`config.mk`:
```
export PLATFORM = sky130hd
export DESIGN_NAME = mies_core
export DESIGN_NICKNAME = d
export VERILOG_FILES = /design/src/design/mies_pkg.sv /design/src/design/mies_alu.sv /design/src/design/mies_core.sv
export SDC_FILE = /design/constraint.sdc
export NUM_CORES = 2
export LEC_CHECK = 0
export ABC_AREA = 1
export BUFFER_PORTS_ARGS = -buffer_cell sky130_fd_sc_hd__clkbuf_2
export CORE_AREA = 2 2 329 331
export DETAILED_ROUTE_END_ITERATION = 7
export DIE_AREA = 0 0 331 333
export GPL_ROUTABILITY_DRIVEN = 1
export PLACE_DENSITY = 0.58
export SLEW_MARGIN = 20
export SYNTH_ARGS = -nofsm -noshare
export SYNTH_HDL_FRONTEND = slang
export SYNTH_HIERARCHICAL = 1
export SYNTH_SLANG_ARGS = --single-unit
```
`constraint.sdc`:
```
create_clock -name aclk -period 5.4 [get_ports aclk]
set_input_delay 0.54 -clock aclk [delete_from_list [all_inputs] [get_ports aclk]]
set_output_delay 0.54 -clock aclk [all_outputs]
set_load 0.005 [all_outputs]
```
`src/design/mies_pkg.sv`:
```
// Operation
// [RULE1] byte set writes all ones, flags kept
// [RULE2] bit set forces chosen bit, flags kept
// [RULE3] increment stores back, skips when zero
// [RULE4] increment into accumulator, skips when zero
// [RULE5] every taken skip costs two cycles
// [RULE6] skip when chosen bit is one
// [RULE7] register subtract into accumulator, four flags
// [RULE8] carry is inverted borrow on subtraction
// [RULE9] difference stored to memory, four flags
// [RULE10] immediate subtract into accumulator, four flags
// [RULE11] nibble swap in place, flags kept
// [RULE12] swapped byte into accumulator, memory kept
// [RULE13] rewrite byte, skip when zero
// [RULE14] copy byte to accumulator, skip when zero
// [RULE15] skip when chosen bit is zero
// [RULE16] paged table fetch splits program word
// [RULE17] last page table fetch splits word
// [RULE18] register xor into accumulator, zero flag
// [RULE19] xor written back to memory, zero flag
// [RULE20] immediate xor into accumulator
package mies_pkg;
  // ------------------------------------------------------------
  // sizes
  // ------------------------------------------------------------
  localparam int         DM_DEPTH   = 64;    // data memory bytes
  localparam int         DM_AW      = 6;     // data memory address bits
  localparam int         PM_AW      = 11;    // program word address bits
  localparam int         PM_DW      = 16;    // program word width
  localparam int         LO_PTR_W   = 8;     // low table pointer width
  localparam int         HI_PTR_W   = 3;     // high table pointer width
  localparam logic       HAS_HI_PTR = 1'h1;  // high pointer present
  localparam logic [2:0] LAST_PAGE  = 3'h7;  // top program page
  localparam logic [7:0] BYTE_ONES  = 8'hff; // byte set pattern
  localparam logic [7:0] BYTE_ONE   = 8'h01; // increment step
  // ------------------------------------------------------------
  // register offsets (byte addresses)
  // ------------------------------------------------------------
  localparam logic [7:0] OFS_CMD    = 8'h00; // command, write starts
  localparam logic [7:0] OFS_STATUS = 8'h04; // busy, skip, cycles
  localparam logic [7:0] OFS_FLAGS  = 8'h08; // carry, half, zero, range
  localparam logic [7:0] OFS_ACC    = 8'h0c; // accumulator
  localparam logic [7:0] OFS_TIL    = 8'h10; // table_index_low
  localparam logic [7:0] OFS_TIH    = 8'h14; // table_index_high
  localparam logic [7:0] OFS_TUB    = 8'h18; // table_upper_byte_reg
  localparam logic [7:0] OFS_MADDR  = 8'h1c; // memory window address
  localparam logic [7:0] OFS_MDATA  = 8'h20; // memory window data
  // ------------------------------------------------------------
  // command fields
  // ------------------------------------------------------------
  localparam int CMD_OP_LSB  = 0;  // 5-bit opcode
  localparam int CMD_BIT_LSB = 5;  // 3-bit bit select
  localparam int CMD_ADR_LSB = 8;  // 6-bit data address
  localparam int CMD_IMM_LSB = 16; // 8-bit immediate
  // ------------------------------------------------------------
  // reset values, responses, cycle counts
  // ------------------------------------------------------------
  localparam logic [7:0] ACC_RST     = 8'h00;
  localparam logic [3:0] FLAGS_RST   = 4'h0;
  localparam logic [1:0] RESP_OKAY   = 2'h0;
  localparam logic [1:0] RESP_SLVERR = 2'h2;
  localparam logic [1:0] CYC_PLAIN   = 2'h1; // one-cycle instruction
  localparam logic [1:0] CYC_SKIP    = 2'h2; // skip or table fetch

  typedef enum logic [4:0] {
    OP_SET_BYTE, OP_SET_BIT, OP_INC_TEST_SKIP_STORE,
    OP_INC_TEST_SKIP_TO_ACC, OP_BIT_SET_SKIP, OP_SUB_REG,
    OP_DIFFERENCE_TO_MEMORY, OP_SUB_IMM, OP_SWAP_MEM,
    OP_NIBBLE_EXCHANGE_TO_ACC, OP_NULL_TEST_SKIP,
    OP_NULL_TEST_COPY_SKIP, OP_BIT_CLR_SKIP, OP_TABLE_FETCH_PAGED,
    OP_TABLE_FETCH_FINAL_PAGE, OP_XOR_REG,
    OP_EXCLUSIVE_OR_TO_MEMORY, OP_XOR_IMM
  } mies_op_e;

  typedef enum logic [2:0] {
    S_IDLE, S_EXEC, S_DUMMY, S_TAB_WAIT, S_TAB_DONE
  } mies_state_e;

  typedef struct packed {
    logic srf; // signed_range_fault
    logic z;
    logic hbc; // half_byte_carry
    logic c;
  } mies_flags_s;

  // what one executed instruction changes
  typedef struct packed {
    logic        acc_we;
    logic [7:0]  acc_val;
    logic        mem_we;
    logic [7:0]  mem_val;
    mies_flags_s flags;
    logic        skip;
  } mies_alu_s;
endpackage : mies_pkg

```
`src/design/mies_alu.sv`:
```
`timescale 1ns/10ps
`default_nettype none
module mies_alu
  import mies_pkg::*;
(
  input  wire mies_op_e    op,
  input  wire logic [7:0]  acc,
  input  wire logic [7:0]  opnd,
  input  wire logic [2:0]  bitsel,
  input  wire logic [7:0]  imm,
  input  wire mies_flags_s flags_in,
  output mies_alu_s        res
);
  // ------------------------------------------------------------
  // datapath for one instruction, purely combinational
  // ------------------------------------------------------------
  always_comb begin
    logic [8:0] diff;   // nine bits keep the borrow
    logic [4:0] ldiff;  // low nibble borrow
    logic [7:0] sub_b;  // subtrahend
    logic [7:0] inc;    // operand plus one
    logic [7:0] xr;     // xor source result
    logic [7:0] sw;     // nibble-swapped operand
    mies_flags_s sf;    // subtraction flags
    sub_b = (op == OP_SUB_IMM) ? imm : opnd;
    diff  = {1'b0, acc} - {1'b0, sub_b};
    ldiff = {1'b0, acc[3:0]} - {1'b0, sub_b[3:0]};
    inc   = opnd + BYTE_ONE;
    xr    = acc ^ ((op == OP_XOR_IMM) ? imm : opnd);
    sw    = {opnd[3:0], opnd[7:4]};
    // carry and half carry are inverted borrows
    sf.c  = ~diff[8];                              // RULE8
    sf.hbc = ~ldiff[4];
    sf.z   = (diff[7:0] == 8'h00);
    sf.srf = (acc[7] ^ sub_b[7]) & (diff[7] ^ acc[7]);
    res         = '0;
    res.acc_val = acc;
    res.mem_val = opnd;
    res.flags   = flags_in;
    case (op)
      OP_SET_BYTE: begin
        res.mem_we  = 1'b1;                        // RULE1
        res.mem_val = BYTE_ONES;
      end
      OP_SET_BIT: begin
        res.mem_we          = 1'b1;                // RULE2
        res.mem_val[bitsel] = 1'b1;
      end
      OP_INC_TEST_SKIP_STORE: begin
        res.mem_we  = 1'b1;                        // RULE3
        res.mem_val = inc;
        res.skip    = (inc == 8'h00);
      end
      OP_INC_TEST_SKIP_TO_ACC: begin
        res.acc_we  = 1'b1;                        // RULE4
        res.acc_val = inc;
        res.skip    = (inc == 8'h00);
      end
      OP_BIT_SET_SKIP: res.skip = opnd[bitsel];   // RULE6
      OP_BIT_CLR_SKIP: res.skip = ~opnd[bitsel];  // RULE15
      OP_SUB_REG, OP_SUB_IMM: begin
        res.acc_we  = 1'b1;                        // RULE7 RULE10
        res.acc_val = diff[7:0];
        res.flags   = sf;
      end
      OP_DIFFERENCE_TO_MEMORY: begin
        res.mem_we  = 1'b1;                        // RULE9
        res.mem_val = diff[7:0];
        res.flags   = sf;
      end
      OP_SWAP_MEM: begin
        res.mem_we  = 1'b1;                        // RULE11
        res.mem_val = sw;
      end
      OP_NIBBLE_EXCHANGE_TO_ACC: begin
        res.acc_we  = 1'b1;                        // RULE12
        res.acc_val = sw;
      end
      OP_NULL_TEST_SKIP: begin
        res.mem_we = 1'b1;                         // RULE13
        res.skip   = (opnd == 8'h00);
      end
      OP_NULL_TEST_COPY_SKIP: begin
        res.acc_we  = 1'b1;                        // RULE14
        res.acc_val = opnd;
        res.skip    = (opnd == 8'h00);
      end
      OP_XOR_REG, OP_XOR_IMM: begin
        res.acc_we  = 1'b1;                        // RULE18 RULE20
        res.acc_val = xr;
        res.flags.z = (xr == 8'h00);
      end
      OP_EXCLUSIVE_OR_TO_MEMORY: begin
        res.mem_we  = 1'b1;                        // RULE19
        res.mem_val = xr;
        res.flags.z = (xr == 8'h00);
      end
      // table fetches and unused codes change nothing here
      default: res.skip = 1'b0;
    endcase
  end
endmodule : mies_alu
`default_nettype wire

```
`src/design/mies_core.sv`:
```
// Implementation choices: the AXI4-Lite register port and the register offsets.
`timescale 1ns/10ps
`default_nettype none
module mies_core
  import mies_pkg::*;
(
  input  wire logic             aclk,
  input  wire logic             aresetn,
  input  wire logic [31:0]      awaddr,
  input  wire logic             awvalid,
  output logic                  awready,
  input  wire logic [31:0]      wdata,
  input  wire logic [3:0]       wstrb,
  input  wire logic             wvalid,
  output logic                  wready,
  output logic [1:0]            bresp,
  output logic                  bvalid,
  input  wire logic             bready,
  input  wire logic [31:0]      araddr,
  input  wire logic             arvalid,
  output logic                  arready,
  output logic [31:0]           rdata,
  output logic [1:0]            rresp,
  output logic                  rvalid,
  input  wire logic             rready,
  output logic [PM_AW-1:0]      prog_addr,
  output logic                  prog_re,
  input  wire logic [PM_DW-1:0] prog_rdata,
  output logic                  skip_next,
  output logic                  busy
);
  // ------------------------------------------------------------
  // module state, one packed struct
  // ------------------------------------------------------------
  typedef struct packed {
    mies_state_e               state;     // sequencer
    logic                      aw_held;   // write address captured
    logic [7:0]                aw_addr;
    logic                      w_held;    // write data captured
    logic [31:0]               w_data;
    logic [3:0]                w_strb;
    logic                      bvalid;
    logic [1:0]                bresp;
    logic                      rvalid;
    logic [31:0]               rdata;
    logic [1:0]                rresp;
    mies_op_e                  op;        // current instruction
    logic [2:0]                bitsel;
    logic [DM_AW-1:0]          addr;
    logic [7:0]                imm;
    logic [7:0]                acc;
    mies_flags_s               flags;
    logic [LO_PTR_W-1:0]       til;       // table_index_low
    logic [HI_PTR_W-1:0]       tih;       // table_index_high
    logic [7:0]                tub;       // table_upper_byte_reg
    logic [DM_AW-1:0]          maddr;     // memory window pointer
    logic [DM_DEPTH-1:0][7:0]  mem;       // data memory
    logic                      skip;      // last instruction skipped
    logic [1:0]                cyc;       // cycles of last instr
    logic [PM_AW-1:0]          prog_addr;
    logic                      prog_re;
    logic                      skip_pls;
  } mies_st_s;

  mies_st_s   st_r;     // registered state
  mies_st_s   st_nxt;   // next state
  mies_alu_s  alu_res;  // datapath answer
  logic [7:0] opnd;     // addressed data byte
  logic [7:0] swapped;  // operand with halves exchanged
  logic       opnd_bit; // selected bit of operand
  logic       wr_go;    // register write performed this cycle
  logic [31:0] rmux;    // read data for the offered address

  assign opnd     = st_r.mem[st_r.addr];
  assign swapped  = {opnd[3:0], opnd[7:4]};
  assign opnd_bit = opnd[st_r.bitsel];

  // ------------------------------------------------------------
  // outputs
  // ------------------------------------------------------------
  // a write is held off while a command runs, so a new command
  // can never overtake the one in flight
  assign awready   = ~st_r.aw_held;
  assign wready    = ~st_r.w_held;
  assign bvalid    = st_r.bvalid;
  assign bresp     = st_r.bresp;
  assign arready   = ~st_r.rvalid;
  assign rvalid    = st_r.rvalid;
  assign rdata     = st_r.rdata;
  assign rresp     = st_r.rresp;
  assign prog_addr = st_r.prog_addr;
  assign prog_re   = st_r.prog_re;
  assign skip_next = st_r.skip_pls;
  assign busy      = (st_r.state != S_IDLE);
  assign wr_go     = st_r.aw_held & st_r.w_held & ~st_r.bvalid
                   & (st_r.state == S_IDLE);

  mies_alu u_alu (
    .op       (st_r.op),
    .acc      (st_r.acc),
    .opnd     (opnd),
    .bitsel   (st_r.bitsel),
    .imm      (st_r.imm),
    .flags_in (st_r.flags),
    .res      (alu_res)
  );

  // ------------------------------------------------------------
  // read mux
  // ------------------------------------------------------------
  always_comb begin
    rmux = '0;
    case (araddr[7:0])
      OFS_CMD: begin
        rmux[CMD_OP_LSB +: 5]      = st_r.op;
        rmux[CMD_BIT_LSB +: 3]     = st_r.bitsel;
        rmux[CMD_ADR_LSB +: DM_AW] = st_r.addr;
        rmux[CMD_IMM_LSB +: 8]     = st_r.imm;
      end
      OFS_STATUS: rmux[3:0] = {st_r.cyc, st_r.skip, busy};
      OFS_FLAGS:  rmux[3:0] = st_r.flags;
      OFS_ACC:    rmux[7:0] = st_r.acc;
      OFS_TIL:    rmux[LO_PTR_W-1:0] = st_r.til;
      OFS_TIH:    rmux[HI_PTR_W-1:0] = st_r.tih;
      OFS_TUB:    rmux[7:0] = st_r.tub;
      OFS_MADDR:  rmux[DM_AW-1:0] = st_r.maddr;
      OFS_MDATA:  rmux[7:0] = st_r.mem[st_r.maddr];
      default:    rmux = '0; // unmapped reads zero
    endcase
  end

  // ------------------------------------------------------------
  // next state
  // ------------------------------------------------------------
  always_comb begin
    st_nxt          = st_r;
    st_nxt.prog_re  = 1'b0;
    st_nxt.skip_pls = 1'b0;
    // write channels captured independently, in either order
    if (awvalid && !st_r.aw_held) begin
      st_nxt.aw_held = 1'b1;
      st_nxt.aw_addr = awaddr[7:0];
    end
    if (wvalid && !st_r.w_held) begin
      st_nxt.w_held = 1'b1;
      st_nxt.w_data = wdata;
      st_nxt.w_strb = wstrb;
    end
    if (st_r.bvalid && bready) begin
      st_nxt.bvalid = 1'b0;
    end
    // read: answer one cycle after the address is taken
    if (arvalid && !st_r.rvalid) begin
      st_nxt.rvalid = 1'b1;
      st_nxt.rdata  = rmux;
      st_nxt.rresp  = RESP_OKAY;
      case (araddr[7:0])
        OFS_CMD, OFS_STATUS, OFS_FLAGS, OFS_ACC, OFS_TIL,
        OFS_TIH, OFS_TUB, OFS_MADDR, OFS_MDATA: ;
        default: st_nxt.rresp = RESP_SLVERR;
      endcase
    end else if (st_r.rvalid && rready) begin
      st_nxt.rvalid = 1'b0;
    end
    // register write, only while no instruction runs
    if (wr_go) begin
      st_nxt.aw_held = 1'b0;
      st_nxt.w_held  = 1'b0;
      st_nxt.bvalid  = 1'b1;
      st_nxt.bresp   = RESP_OKAY;
      case (st_r.aw_addr)
        OFS_CMD: if (st_r.w_strb[0]) begin
          // decode and launch an instruction
          st_nxt.op     = mies_op_e'(st_r.w_data[CMD_OP_LSB +: 5]);
          st_nxt.bitsel = st_r.w_data[CMD_BIT_LSB +: 3];
          st_nxt.addr   = st_r.w_data[CMD_ADR_LSB +: DM_AW];
          st_nxt.imm    = st_r.w_data[CMD_IMM_LSB +: 8];
          st_nxt.state  = S_EXEC;
          if (st_nxt.op == OP_TABLE_FETCH_PAGED) begin
            st_nxt.state     = S_TAB_WAIT;
            st_nxt.prog_re   = 1'b1;
            // without a high pointer the low one alone addresses
            st_nxt.prog_addr = HAS_HI_PTR ? {st_r.tih, st_r.til}
                             : {{HI_PTR_W{1'b0}}, st_r.til}; // RULE16
          end else if (st_nxt.op == OP_TABLE_FETCH_FINAL_PAGE) begin
            st_nxt.state     = S_TAB_WAIT;
            st_nxt.prog_re   = 1'b1;
            st_nxt.prog_addr = {LAST_PAGE, st_r.til}; // RULE17
          end
        end
        OFS_STATUS, OFS_TUB: ; // read only, write ignored
        OFS_FLAGS:
          if (st_r.w_strb[0]) st_nxt.flags = st_r.w_data[3:0];
        OFS_ACC:
          if (st_r.w_strb[0]) st_nxt.acc = st_r.w_data[7:0];
        OFS_TIL:
          if (st_r.w_strb[0]) st_nxt.til = st_r.w_data[LO_PTR_W-1:0];
        OFS_TIH:
          if (st_r.w_strb[0]) st_nxt.tih = st_r.w_data[HI_PTR_W-1:0];
        OFS_MADDR:
          if (st_r.w_strb[0]) st_nxt.maddr = st_r.w_data[DM_AW-1:0];
        OFS_MDATA:
          if (st_r.w_strb[0]) st_nxt.mem[st_r.maddr] = st_r.w_data[7:0];
        default: st_nxt.bresp = RESP_SLVERR; // unmapped
      endcase
    end
    // instruction sequencer
    case (st_r.state)
      S_IDLE: ;
      S_EXEC: begin
        if (alu_res.acc_we) st_nxt.acc = alu_res.acc_val;
        if (alu_res.mem_we) st_nxt.mem[st_r.addr] = alu_res.mem_val;
        st_nxt.flags    = alu_res.flags;
        st_nxt.skip     = alu_res.skip;
        st_nxt.skip_pls = alu_res.skip;
        // a skip inserts a dummy cycle, so it counts as two
        st_nxt.state = alu_res.skip ? S_DUMMY : S_IDLE;   // RULE5
        st_nxt.cyc   = alu_res.skip ? CYC_SKIP : CYC_PLAIN;
      end
      S_DUMMY: st_nxt.state = S_IDLE;
      // program memory answers one cycle after the read strobe
      S_TAB_WAIT: st_nxt.state = S_TAB_DONE;
      S_TAB_DONE: begin
        st_nxt.mem[st_r.addr] = prog_rdata[7:0];     // RULE16 RULE17
        st_nxt.tub   = prog_rdata[15:8];
        st_nxt.skip  = 1'b0;
        st_nxt.cyc   = CYC_SKIP;
        st_nxt.state = S_IDLE;
      end
      default: st_nxt.state = S_IDLE;
    endcase
  end

  // ------------------------------------------------------------
  // state register, synchronous reset
  // ------------------------------------------------------------
  always_ff @(posedge aclk) begin
    if (!aresetn) begin
      st_r       <= '0;
      st_r.state <= S_IDLE;
      st_r.acc   <= ACC_RST;
      st_r.flags <= FLAGS_RST;
    end else begin
      st_r <= st_nxt;
    end
  end

  logic ex; // an instruction executes this cycle
  assign ex = (st_r.state == S_EXEC);
endmodule : mies_core
`default_nettype wire

```
==> results.cfg <==
[logic_synthesis]
async_reset_ff_share_pct = 0
synthSimpleGateAreaFrac_pct = 30.19
ys_warn_count = 6
synth-seq-area-share_pct = 30.57
synthXorXnorAreaFrac_pct = 0.06182
syn_avg_cell_area_um2 = 6.117
synthMuxAreaShare_pct = 0
synth-main-ff-cell = dfxtp_1
synth_compound_gate_area_share_pct = 26.35
synth_enable_flop_cells = 0
synth_top_family_by_area = simple AND/OR/NAND/NOR gates
yosysUniqueCellTypes = 54
synth_fa_ha_area_share_pct = 0.3709
synthCells = 6949
ys_ff_latch = 649
netlist_area_um2 = 42510

[grt]
grt_remaining_overflow = 0
grtUsageTotal_pct = 37.85
grt_max_degree = 185
antenna_found_initial = 6
grt_pass1_vias = 45950
grt_pass1_wl_um = 311100

[drt]
num_vias = 50820
drc = 2
drt-wirelength-per-cell_um = 26.01
antenna_left = 0
viasPerCell = 6.060
firstDrtPassIters = 8
drt_iter0_markers = 7226
wl_um = 218100

[sta]
slew_violations = 0
fmax_mhz = 190.3
fin_crit_sh_pct = 97.30
tightest_slew_ns = 1.277
skew_ns = 0.02703
timing.slew.headroom_pct = 14.59
setup_violations = 0
post-route-worst-setup-slack_ns = 0.1457
setup_tns_ns = 0
hold_violations = 0
whs_ns = 0.1021
layout_min_cycle_time_ns = 5.254

[cts]
ctsHoldBuffers = 0
cts_tree = done
clock_path_buffers = 3
clk_latency_ns = 0.67
numCtsBuffers = 79
clk_pin_slew_worst_paths_ns = 0.06
htree_levels = 3
cts-root-buf = clkbuf_16
clock-sinks = 649

[placement]
finalWeightedCongestion = 1.031
dpl.hpwl_um = 146700
pre_cts_ws_ns = -0.2185
port_buffers = 104

[critical_path]
endpoint_kind = register
cp.required_ns = 5.97
setup.worst_path.class = reg2reg
critPathMaxFanout = 17
worst_setup_path_start_kind = register
crit_path_max_incr_delay_ns = 0.46
crit_slowest_cell = o31ai_1
cp_common_cell = nand2_1
cp.arrival_ns = 5.82

[power_and_ir_drop]
vdd_drop_max_mv = 0.1794
static-leakage-power_uw = 0.02118
power_uw = 10930
p_per_area_nw_per_um2 = 224.9

[finish]
fin_nets = 7057
final_core_util_pct = 45.59
drive_gt1_share_pct = 9.625
layout_commonest_cell = nand2_1
final_cell_mix = nand2_1 (2177), inv_1 (762), dfxtp_1 (638)
syn_to_final_growth_pct = 14.34

[flow_run]
max_cap_violations = 0

[die]
rows = 120
start_util_pct = 39.87
core_um2 = 106600
design.die.area_um2 = 110200
die_h_um = 333
num_io_pins = 178
die_x_um = 331

[run_status]
outcome = finished with violations
violations = DRC

[hold_path]
min_path_type = in2reg
[power breakdown]
| part | internal (µW) | leakage, µW | switching (µW) |
|---|---|---|---|
| Sequential | 4820 | 0.00524 | 85.5 |
| Clock | 3210 | 0.00129 | 2330 |
| Combinational | 87.0 | 0.0146 | 402 |
| Total | 8120 | 0.0212 | 2820 |
[cell families after synthesis]
group                    Yosys count
adder cells (fa/ha/maj)           12
AND/OR/NAND/NOR                 3137
AO/OA/AOI/OAI                   1826
flip-flops                       649
other                              1
XOR/XNOR                           3
buffers and inverters           1321
[state kept, by name, summed over array words and instances (netlist names)]
name and cells:
rresp 1, st_r 610, bvalid 1, bresp 1, prog_addr 11, rdata 22, rvalid 1, skip_next 1
prog_re 1
[cell type report]
class                           count  area [µm²]
Multi-Input combinational cell   4991       24640
Antenna cell                        1       2.502
Inverter                          799        3023
Fill cell                       11350       58000
Clock inverter                     22       221.5
Sequential cell                   649       13030
Timing Repair Buffer              402        3562
Clock buffer                      119        2370
Tap cell                         1403        1755
[critical path: cells and delay by family (launching register included)]
kind / cells / cell delay [ns]
simple gates: 14 / 1.95
buf+inv: 8 / 1.33
compound gates: 5 / 1.18
flops: 1 / 0.35
fa+ha+maj: 1 / 0.32
[metrics by stage]
step	instance area, µm²	cells
after global routing	48600	8385
after floorplan	42550	6960
final	48600	8386
after detailed placement	45660	8234
after CTS	48290	8376
after global placement	45660	8234
[final timing paths]
check / slack, ns / to / from / cells after the start
setup / recovery: 0.15 / st_r[469] / st_r[574] / 28
setup reg to reg: 0.15 / st_r[469] / st_r[574] / 28
hold / removal: 0.10 / st_r[649] / wdata[20] / 3
hold reg to reg: 0.45 / prog_addr[9] / prog_addr[9] / 2
[cells in the mapped netlist, drive strengths merged, types with 2 or more instances]
master	n	share of area, %
and3	2	0.029
or2	2	0.029
nor3	88	1.3
a22o	2	0.041
nand3b	6	0.11
nand2	2211	20
nor4	4	0.059
nand3	373	4.5
o221ai	57	1.2
xor2	2	0.041
o211ai	510	9.0
nor2	406	3.8
a22oi	31	0.55
dfxtp	649	31
clkbuf	369	3.3
a221oi	19	0.39
o31ai	10	0.18
a211oi	27	0.48
nand4	45	0.68
o21a	3	0.053
o311ai	3	0.062
buf	153	2.1
a31oi	12	0.18
inv	783	6.9
o2111ai	14	0.29
o21ai	355	4.2
clkinv	16	0.14
ha	11	0.32
a21oi	617	7.3
o22ai	162	2.4
[per-layer routing]
metal	vias to the layer above	track usage (%)	wire length [µm]
met4	10	23.71	16440
met3	843	8.529	27190
met1	23430	50.45	85460
met5	-	0	52
li1	23090	-	-
met2	3441	54.87	88940
[timing repair]
item | CTS | global route
gates resized for setup | 10 | 45
setup endpoints to repair | 229 | 403
hold endpoints to repair | 0 | 0
pin swaps | 0 | 9
gates cloned | 0 | 5
setup buffers | 1 | 4
No activity file was read; power rests on OpenSTA's default activity.
